`src/verilog/cache_enum_pkg.sv`:
```
// Package of constants for the cache parameter enumeration block
package cache_enum_pkg;

  // ****************************************
  // Query and control
  // ****************************************
  localparam logic [31:0] CACHE_LEAF        = 32'h0000_0004;
  localparam logic [31:0] LIMIT_LEAF_LOW    = 32'h0000_0003;
  localparam logic [31:0] LIMIT_LEAF_HIGH   = 32'h8000_0000;
  localparam int          LEAF_LIMIT_BIT    = 22;
  localparam logic        LEAF_LIMIT_RESET  = 1'b0;

  // ****************************************
  // First result word fields
  // ****************************************
  localparam int TYPE_LSB    = 0;
  localparam int TYPE_W      = 5;
  localparam int LEVEL_LSB   = 5;
  localparam int LEVEL_W     = 3;
  localparam int SELFINIT_BIT = 8;
  localparam int FULLASSOC_BIT = 9;
  localparam int RSVD_LSB    = 10;
  localparam int RSVD_W      = 4;
  localparam int SHARE_LSB   = 14;
  localparam int SHARE_W     = 12;
  localparam int CORES_LSB   = 26;
  localparam int CORES_W     = 6;

  // ****************************************
  // Second result word fields
  // ****************************************
  localparam int LINE_LSB    = 0;
  localparam int LINE_W      = 12;
  localparam int PART_LSB    = 12;
  localparam int PART_W      = 10;
  localparam int WAYS_LSB    = 22;
  localparam int WAYS_W      = 10;

  // ****************************************
  // Cache types
  // ****************************************
  typedef enum logic [4:0] {
    CT_NULL  = 5'h00,
    CT_DATA  = 5'h01,
    CT_INSTR = 5'h02,
    CT_UNIF  = 5'h03
  } cache_type_t;

  typedef enum logic [0:0] {
    ST_IDLE = 1'b0,
    ST_DONE = 1'b1
  } query_state_t;

  localparam int NUM_CACHES = 4;

endpackage : cache_enum_pkg

```
`src/verilog/cache_desc_rom.sv`:
```
// Constant table of descriptors for each implemented cache
module cache_desc_rom #(
  parameter int NUM = cache_enum_pkg::NUM_CACHES
) (
  input  wire logic [31:0] index,
  output logic      [31:0] word_a,
  output logic      [31:0] word_b,
  output logic      [31:0] word_c
);

  // ****************************************
  // Descriptor assembly
  // ****************************************
  function automatic logic [31:0] pack_a(
    input logic [4:0] ctype, input logic [2:0] lvl, input logic selfi,
    input logic fa, input logic [11:0] share, input logic [5:0] cores);
    logic [31:0] w;
    w = 32'h0000_0000;
    w[cache_enum_pkg::TYPE_LSB +: cache_enum_pkg::TYPE_W]   = ctype;
    w[cache_enum_pkg::LEVEL_LSB +: cache_enum_pkg::LEVEL_W] = lvl;
    w[cache_enum_pkg::SELFINIT_BIT]  = selfi;
    w[cache_enum_pkg::FULLASSOC_BIT] = fa;
    w[cache_enum_pkg::SHARE_LSB +: cache_enum_pkg::SHARE_W] = share;
    w[cache_enum_pkg::CORES_LSB +: cache_enum_pkg::CORES_W] = cores;
    return w; // Bits 13:10 stay zero, see
  endfunction

  function automatic logic [31:0] pack_b(
    input logic [11:0] line, input logic [9:0] part, input logic [9:0] ways);
    return {ways, part, line}; // see see
  endfunction

  // Geometry below is a plain default set; values are minus-one encoded
  always_comb begin
    word_a = 32'h0000_0000;
    word_b = 32'h0000_0000;
    word_c = 32'h0000_0000;
    if (index == 32'h0000_0000 && NUM > 0) begin
      word_a = pack_a(5'h01, 3'h1, 1'b1, 1'b0, 12'h001, 6'h01);
      word_b = pack_b(12'h03F, 10'h000, 10'h007);
      word_c = 32'h0000_003F;
    end else if (index == 32'h0000_0001 && NUM > 1) begin
      word_a = pack_a(5'h02, 3'h1, 1'b1, 1'b0, 12'h001, 6'h01);
      word_b = pack_b(12'h03F, 10'h000, 10'h007);
      word_c = 32'h0000_003F;
    end else if (index == 32'h0000_0002 && NUM > 2) begin
      word_a = pack_a(5'h03, 3'h2, 1'b1, 1'b0, 12'h001, 6'h01);
      word_b = pack_b(12'h03F, 10'h000, 10'h00F);
      word_c = 32'h0000_03FF;
    end else if (index == 32'h0000_0003 && NUM > 3) begin
      word_a = pack_a(5'h03, 3'h3, 1'b1, 1'b1, 12'h003, 6'h01);
      word_b = pack_b(12'h03F, 10'h000, 10'h00F);
      word_c = 32'h0000_0000;
    end
  end

endmodule // cache_desc_rom

```
`src/verilog/cache_parameter_enumeration.sv`:
```
// Top of the cache parameter enumeration block
// What this block does
// Requester picks the cache through an index counting up from zero.
// First word: type in 4:0, level from one in 7:5.
// Bit 8 self-initialising, bit 9 fully associative.
// Bits 25:14 give sharing logical processor count, minus-one encoded.
// Bits 31:26 give cores per package minus one.
// Second word 11:0 gives line size in bytes minus one.
// Second word 21:12 gives line partitions minus one.
// Second word 31:22 gives ways minus one.
// Third word is sets minus one; size is product of all plus one.
// Leaves above 3 below 80000000 hidden while limit bit 22 set.
// Reserved first-word bits 13:10 and whole fourth word read zero.
module cache_parameter_enumeration #(
  parameter int NUM = cache_enum_pkg::NUM_CACHES
) (
  input  wire logic        CLK,
  input  wire logic        RESET_N,
  input  wire logic        CLK_EN,
  input  wire logic        QUERY_VALID,
  input  wire logic [31:0] QUERY_LEAF,
  input  wire logic [31:0] QUERY_INDEX,
  input  wire logic        MISC_WR,
  input  wire logic [31:0] MISC_WDATA,
  output logic             RESULT_VALID,
  output logic             RESULT_HIDDEN,
  output logic      [31:0] RESULT_A,
  output logic      [31:0] RESULT_B,
  output logic      [31:0] RESULT_C,
  output logic      [31:0] RESULT_D,
  output logic      [31:0] MISC_RDATA
);

  // The table holds four entries; counts outside 1..4 cannot be served
  if (NUM < 1 || NUM > 4) begin : g_bad_num
    $error("NUM must lie in 1..4");
  end

  // ****************************************
  // Leaf visibility control
  // ****************************************
  logic        limit_ff;
  logic        nxt_limit;
  wire  logic  leaf_in_range;
  wire  logic  leaf_hit;
  wire  logic  hidden;

  assign nxt_limit = MISC_WR ? MISC_WDATA[cache_enum_pkg::LEAF_LIMIT_BIT]
                             : limit_ff;
  assign leaf_in_range = (QUERY_LEAF > cache_enum_pkg::LIMIT_LEAF_LOW) &&
                         (QUERY_LEAF < cache_enum_pkg::LIMIT_LEAF_HIGH);
  assign hidden   = leaf_in_range && limit_ff;
  assign leaf_hit = (QUERY_LEAF == cache_enum_pkg::CACHE_LEAF) && !hidden;

  always_ff @(posedge CLK or negedge RESET_N) begin
    if (!RESET_N) begin
      limit_ff <= cache_enum_pkg::LEAF_LIMIT_RESET;
    end else if (CLK_EN) begin
      limit_ff <= nxt_limit;
    end
  end

  // ****************************************
  // Descriptor lookup
  // ****************************************
  wire logic [31:0] rom_a;
  wire logic [31:0] rom_b;
  wire logic [31:0] rom_c;

  // Index is taken from the query itself, see
  cache_desc_rom #(.NUM(NUM)) u_rom (
    .index  (QUERY_INDEX),
    .word_a (rom_a),
    .word_b (rom_b),
    .word_c (rom_c)
  );

  // Hidden or foreign leaves answer all zero so software sees no cache
  wire logic [31:0] sel_a;
  wire logic [31:0] sel_b;
  wire logic [31:0] sel_c;
  assign sel_a = leaf_hit ? rom_a : 32'h0000_0000;
  assign sel_b = leaf_hit ? rom_b : 32'h0000_0000;
  assign sel_c = leaf_hit ? rom_c : 32'h0000_0000;

  // ****************************************
  // Result registers
  // ****************************************
  cache_enum_pkg::query_state_t state_ff;
  cache_enum_pkg::query_state_t nxt_state;

  always_comb begin
    case (state_ff)
      cache_enum_pkg::ST_IDLE: begin
        nxt_state = QUERY_VALID ? cache_enum_pkg::ST_DONE
                                : cache_enum_pkg::ST_IDLE;
      end
      default: begin
        nxt_state = QUERY_VALID ? cache_enum_pkg::ST_DONE
                                : cache_enum_pkg::ST_IDLE;
      end
    endcase
  end

  always_ff @(posedge CLK or negedge RESET_N) begin
    if (!RESET_N) begin
      state_ff      <= cache_enum_pkg::ST_IDLE;
      RESULT_VALID  <= 1'b0;
      RESULT_HIDDEN <= 1'b0;
      RESULT_A      <= 32'h0000_0000;
      RESULT_B      <= 32'h0000_0000;
      RESULT_C      <= 32'h0000_0000;
      RESULT_D      <= 32'h0000_0000;
      MISC_RDATA    <= 32'h0000_0000;
    end else if (CLK_EN) begin
      state_ff      <= nxt_state;
      RESULT_VALID  <= QUERY_VALID;
      MISC_RDATA    <= {9'h000, nxt_limit, 22'h000000};
      if (QUERY_VALID) begin
        RESULT_HIDDEN <= hidden;
        RESULT_A      <= sel_a;
        RESULT_B      <= sel_b;
        RESULT_C      <= sel_c;
        RESULT_D      <= 32'h0000_0000;
      end
    end
  end

  // ****************************************
  // Checks
  // ****************************************
  property p_type_field;
    @(posedge CLK) disable iff (!RESET_N)
    RESULT_VALID |-> RESULT_A[4:0] <= 5'h03;
  endproperty
  a_type_field: assert property (p_type_field)
    else $error("Reserved cache type returned");

  property p_level_nonzero;
    @(posedge CLK) disable iff (!RESET_N)
    (RESULT_VALID && RESULT_A[4:0] != 5'h00) |-> RESULT_A[7:5] != 3'h0;
  endproperty
  a_level_nonzero: assert property (p_level_nonzero)
    else $error("Cache level zero for a real cache");

  property p_null_all_zero;
    @(posedge CLK) disable iff (!RESET_N)
    (RESULT_VALID && RESULT_A[4:0] == 5'h00) |->
      (RESULT_A == 32'h0 && RESULT_B == 32'h0 && RESULT_C == 32'h0);
  endproperty
  a_null_all_zero: assert property (p_null_all_zero)
    else $error("Null cache carries descriptor data");

  property p_rsvd_zero;
    @(posedge CLK) disable iff (!RESET_N)
    RESULT_VALID |-> (RESULT_A[13:10] == 4'h0 && RESULT_D == 32'h0);
  endproperty
  a_rsvd_zero: assert property (p_rsvd_zero)
    else $error("Reserved result bits nonzero");

  property p_hidden_zero;
    @(posedge CLK) disable iff (!RESET_N)
    (CLK_EN && QUERY_VALID && limit_ff && leaf_in_range) |=>
      (RESULT_HIDDEN && RESULT_A == 32'h0 && RESULT_B == 32'h0);
  endproperty
  a_hidden_zero: assert property (p_hidden_zero)
    else $error("Hidden leaf returned data");

  property p_index0_visible;
    @(posedge CLK) disable iff (!RESET_N)
    (CLK_EN && QUERY_VALID && !limit_ff && QUERY_INDEX == 32'h0 &&
     QUERY_LEAF == cache_enum_pkg::CACHE_LEAF) |=> RESULT_A[4:0] != 5'h00;
  endproperty
  a_index0_visible: assert property (p_index0_visible)
    else $error("Index zero gave no cache");

  property p_limit_write;
    @(posedge CLK) disable iff (!RESET_N)
    (CLK_EN && MISC_WR) |=> limit_ff == $past(MISC_WDATA[22]);
  endproperty
  a_limit_write: assert property (p_limit_write)
    else $error("Limit bit did not follow write");

  property p_fa_sets;
    @(posedge CLK) disable iff (!RESET_N)
    (RESULT_VALID && RESULT_A[9]) |-> RESULT_C == 32'h0;
  endproperty
  a_fa_sets: assert property (p_fa_sets)
    else $error("Fully associative cache with many sets");

  property p_valid_latency;
    @(posedge CLK) disable iff (!RESET_N)
    (CLK_EN && QUERY_VALID) |=> RESULT_VALID;
  endproperty
  a_valid_latency: assert property (p_valid_latency)
    else $error("Result not presented one cycle after query");

  property p_valid_drop;
    @(posedge CLK) disable iff (!RESET_N)
    (CLK_EN && !QUERY_VALID) |=> !RESULT_VALID;
  endproperty
  a_valid_drop: assert property (p_valid_drop)
    else $error("Result valid without a query");

  property p_freeze;
    @(posedge CLK) disable iff (!RESET_N)
    !CLK_EN |=> ($stable(RESULT_VALID) && $stable(RESULT_A) &&
                 $stable(limit_ff));
  endproperty
  a_freeze: assert property (p_freeze)
    else $error("State moved while clock enable was low");

  property p_result_hold;
    @(posedge CLK) disable iff (!RESET_N)
    (CLK_EN && !QUERY_VALID) |=>
      ($stable(RESULT_A) && $stable(RESULT_B) && $stable(RESULT_C));
  endproperty
  a_result_hold: assert property (p_result_hold)
    else $error("Result words changed without a query");

  property p_flag_hold;
    @(posedge CLK) disable iff (!RESET_N)
    (CLK_EN && !QUERY_VALID) |=>
      ($stable(RESULT_HIDDEN) && $stable(RESULT_D));
  endproperty
  a_flag_hold: assert property (p_flag_hold)
    else $error("Hidden flag changed without a query");

  property p_foreign_leaf;
    @(posedge CLK) disable iff (!RESET_N)
    (CLK_EN && QUERY_VALID && QUERY_LEAF != cache_enum_pkg::CACHE_LEAF) |=>
      (RESULT_A == 32'h0 && RESULT_B == 32'h0 && RESULT_C == 32'h0);
  endproperty
  a_foreign_leaf: assert property (p_foreign_leaf)
    else $error("Other leaf returned cache data");

  property p_index_past_end;
    @(posedge CLK) disable iff (!RESET_N)
    (CLK_EN && QUERY_VALID && QUERY_INDEX >= 32'(NUM)) |=>
      RESULT_A[4:0] == 5'h00;
  endproperty
  a_index_past_end: assert property (p_index_past_end)
    else $error("Index past the last cache did not end the list");

  property p_visible_leaf;
    @(posedge CLK) disable iff (!RESET_N)
    (CLK_EN && QUERY_VALID && !limit_ff && QUERY_INDEX < 32'(NUM) &&
     QUERY_LEAF == cache_enum_pkg::CACHE_LEAF) |=>
      (!RESULT_HIDDEN && RESULT_A[4:0] != 5'h00);
  endproperty
  a_visible_leaf: assert property (p_visible_leaf)
    else $error("Visible leaf returned no cache");

  property p_hidden_flag_clear;
    @(posedge CLK) disable iff (!RESET_N)
    (CLK_EN && QUERY_VALID && !limit_ff) |=> !RESULT_HIDDEN;
  endproperty
  a_hidden_flag_clear: assert property (p_hidden_flag_clear)
    else $error("Leaf hidden while limit bit clear");

  property p_hidden_range;
    @(posedge CLK) disable iff (!RESET_N)
    (CLK_EN && QUERY_VALID && !leaf_in_range) |=> !RESULT_HIDDEN;
  endproperty
  a_hidden_range: assert property (p_hidden_range)
    else $error("Leaf outside the limited range was hidden");

  property p_hidden_rest_zero;
    @(posedge CLK) disable iff (!RESET_N)
    (CLK_EN && QUERY_VALID && hidden) |=>
      (RESULT_C == 32'h0 && RESULT_D == 32'h0);
  endproperty
  a_hidden_rest_zero: assert property (p_hidden_rest_zero)
    else $error("Hidden leaf returned set count");

  property p_hidden_null;
    @(posedge CLK) disable iff (!RESET_N)
    (RESULT_VALID && RESULT_HIDDEN) |-> RESULT_A[4:0] == 5'h00;
  endproperty
  a_hidden_null: assert property (p_hidden_null)
    else $error("Hidden result carries a cache type");

  property p_limit_hold;
    @(posedge CLK) disable iff (!RESET_N)
    (CLK_EN && !MISC_WR) |=> $stable(limit_ff);
  endproperty
  a_limit_hold: assert property (p_limit_hold)
    else $error("Limit bit changed without a write");

  property p_misc_mirror;
    @(posedge CLK) disable iff (!RESET_N)
    CLK_EN |=> MISC_RDATA == {9'h000, limit_ff, 22'h000000};
  endproperty
  a_misc_mirror: assert property (p_misc_mirror)
    else $error("Control readback differs from limit bit");

  property p_state_tracks;
    @(posedge CLK) disable iff (!RESET_N)
    (state_ff == cache_enum_pkg::ST_DONE) == RESULT_VALID;
  endproperty
  a_state_tracks: assert property (p_state_tracks)
    else $error("Query state and result valid disagree");

endmodule // cache_parameter_enumeration
```
`config.mk`:
```
export PLATFORM = sky130hd
export DESIGN_NAME = cache_parameter_enumeration
export DESIGN_NICKNAME = d
export VERILOG_FILES = /design/src/verilog/cache_enum_pkg.sv /design/src/verilog/cache_desc_rom.sv /design/src/verilog/cache_parameter_enumeration.sv
export SDC_FILE = /design/constraint.sdc
export NUM_CORES = 1
export LEC_CHECK = 0
export BUFFER_PORTS_ARGS = -buffer_cell sky130_fd_sc_hd__clkbuf_2
export CORE_AREA = 3 3 100 102
export DETAILED_ROUTE_END_ITERATION = 7
export DIE_AREA = 0 0 103 105
export GPL_TIMING_DRIVEN = 0
export PLACE_DENSITY_LB_ADDON = 0.1
export SKIP_LAST_GASP = 1
export SYNTH_ARGS = -nofsm -noshare
export SYNTH_HDL_FRONTEND = slang
export SYNTH_SLANG_ARGS = --single-unit
```
`constraint.sdc`:
```
create_clock -name CLK -period 2.1 [get_ports CLK]
set_input_delay 0.42 -clock CLK [delete_from_list [all_inputs] [get_ports CLK]]
set_output_delay 0.42 -clock CLK [all_outputs]
set_load 0.005 [all_outputs]
```
==> run metrics <==
most area-consuming cells after synthesis=buf_4 (63%), dfrtp_1 (17%), nor4_1 (4.2%); final hold vios=0; wire per inst=9.10 um; critical path capture point type=flip-flop; Syn Area/Cell=8.09 um2; die height=105 um; #FFs+latches synth=12; root buf cell=clkbuf_8; total vias in the final route=1709; die area=0.0108 mm2; total global routing overflow=0; Max Fclk=553 MHz; Post-CTS Setup Inserts=0; first-pass GRT wire length=7640 um; drt drc=0; ys flop type=dfrtp_1; Max IR drop VDD=0.152 mV; initial drt markers=12; cts bufs inserted=3; post-synth cell types=25; post-route ant nets=0; pwr dens=283 mW/mm2; post-route setup slack=0.290 ns; std cell rows=35; Leakage=0.00197 uW; crit start category=flip-flop; Mapped Area=0.00180 mm2; PostCTS Resize Cnt=0; Layout area overhead=65.9%; ys async rst share=1.00; antenna cells=0; most common library cells after synthesis=buf_4 (151), dfrtp_1 (12), nand2_1 (12), nor4_1 (12), o31ai_1 (5); Yosys top cell area share=0.631; cell with the most instances after synthesis=buf_4; CTS clock-pin slew for the worst setup and hold paths=0.05 ns; first drt pass iteration count=4; CTS H-Tree Depth=1; Hold Path Class=in2async; Core Area=0.00920 mm2; CTS Buffer Depth=2; CP Max Fanout=9; Yosys top cell by area=buf_4; post-synthesis sequential area ratio=0.167; CTS tree=done; layout cells sized above 1=0.568; Setup WS pre-CTS=0.0823 ns; clock latency on the worst-skew pair=0.23 ns; hold-fix buffer count after cts=0; final wirelength=5160 um; fin crit period=1.81 ns; Mapped Cells=222; port bufs=101; Max Slew Vio Count=0; antenna violations before repair=0; CP Class=reg2reg; io pins=263; outcome=finished clean; chip width=103 um; vias in the first global route=1641; Final Instance Area=0.00298 mm2; Setup violations, final=0; Post-DP HPWL=4940 um; max_cap viols=0; Fillers=1031; GRT Total Usage=0.0873; Yosys warnings=0; nets=558; RSZ-0062 raised after global routing=no; crit path DAT=1.95 ns; Clock Skew=0.000841 ns; DP Area=0.00293 mm2; Sum Neg Setup Slack=0 ns; largest net degree at the start of global routing=13; required time worst endpoint=2.24 ns; EDFF count, synth=0; initial core utilization=0.195; CTS Sinks=12; vias per inst=3.01; crit share post-route=0.862; GPL Wtd Cong=0.714
==> final timing paths <==
| check | slack, ns | start | cells past startpoint | end |
|---|---|---|---|---|
| min | 0.06 | RESET_N | 1 | RESULT_B[24] |
| min reg2reg | 0.48 | RESULT_A[5] | 2 | RESULT_A[5] |
| min in group CLK | 0.42 | MISC_WDATA[22] | 2 | MISC_RDATA[22] |
| max | 0.29 | MISC_RDATA[22] | 5 | RESULT_C[8] |
| max reg2reg | 0.29 | MISC_RDATA[22] | 5 | RESULT_C[8] |
| max in group asynchronous | 1.81 | RESET_N | 1 | RESULT_A[15] |
==> metrics by stage <==
step	util	hold slack (ns)	total power [uW]	instances
after floorplan	-	0.124	499	351
after global placement	0.318	0.329	584	563
after detailed placement	0.318	0.321	585	563
after CTS	0.324	0.0711	835	567
after global routing	0.324	0.0750	908	567
final	0.324	0.0637	844	567
==> kinds of logic after synthesis <==
family / share of synthesized area
flops: 0.167
mux: 0.00627
simple gates: 0.129
compound gates: 0.0522
other cells: 0.00209
buf+inv: 0.643
==> critical path, cell delays in order (launching register included) <==
cell and delay, ns:
dfrtp_1 0.40, nor2b_1 0.14, or4_1 0.38, or3_1 0.37
buf_6 0.16, o41ai_4 0.26
==> area by class of cell <==
type,count,area (um2),area share
inverters,2,7.51,0.00252
plain buffers,153,1150,0.385
multi-input cells,184,825,0.277
clock buffers,4,55.1,0.0185
repair buffers,101,505,0.170
well taps,111,139,0.0466
flip-flops and latches,12,300,0.101
==> power breakdown <==
part           switching, uW  total [uW]  internal, uW
Combinational            138         356           218
Sequential              5.25         244           239
Clock                   79.3         244           165
Total                    222         844           622
==> sequential cells by signal (all words and copies together), names as in the netlist <==
name and count:
RESULT_B 1, RESULT_HIDDEN 1, RESULT_VALID 1, RESULT_C 2
RESULT_A 6, MISC_RDATA 1
==> layout by cell type, fill, tap and decap left out, drive strengths merged <==
| cell | Yosys | layout |
|---|---|---|
| buf | 152 | 152 |
| conb | 1 | 130 |
| clkbuf | 1 | 106 |
| dfrtp | 12 | 12 |
| nor4 | 12 | 12 |
| nand2 | 12 | 12 |
| o31ai | 5 | 5 |
| o21ai | 4 | 4 |
| nor2b | 3 | 3 |
| nor2 | 3 | 3 |
| inv | 2 | 2 |
| nand4 | 2 | 2 |
| nor3 | 2 | 2 |
| and4 | 2 | 2 |
| nor4b | 1 | 1 |
| or4 | 1 | 1 |
| or3 | 1 | 1 |
| o41ai | 1 | 1 |
| nand3b | 1 | 1 |
| a22o | 1 | 1 |
| and2 | 1 | 1 |
| mux2 | 1 | 1 |
| nand3 | 1 | 1 |
==> metal layers <==
layer,global-route usage,part of all wire,up-vias
li1,-,-,911
met3,0.0260,0.11,2
met1,0.0911,0.35,682
met4,0.0111,0.0037,0
met2,0.170,0.54,114
met5,0,0,-
Power figures use the tool's default switching activity.
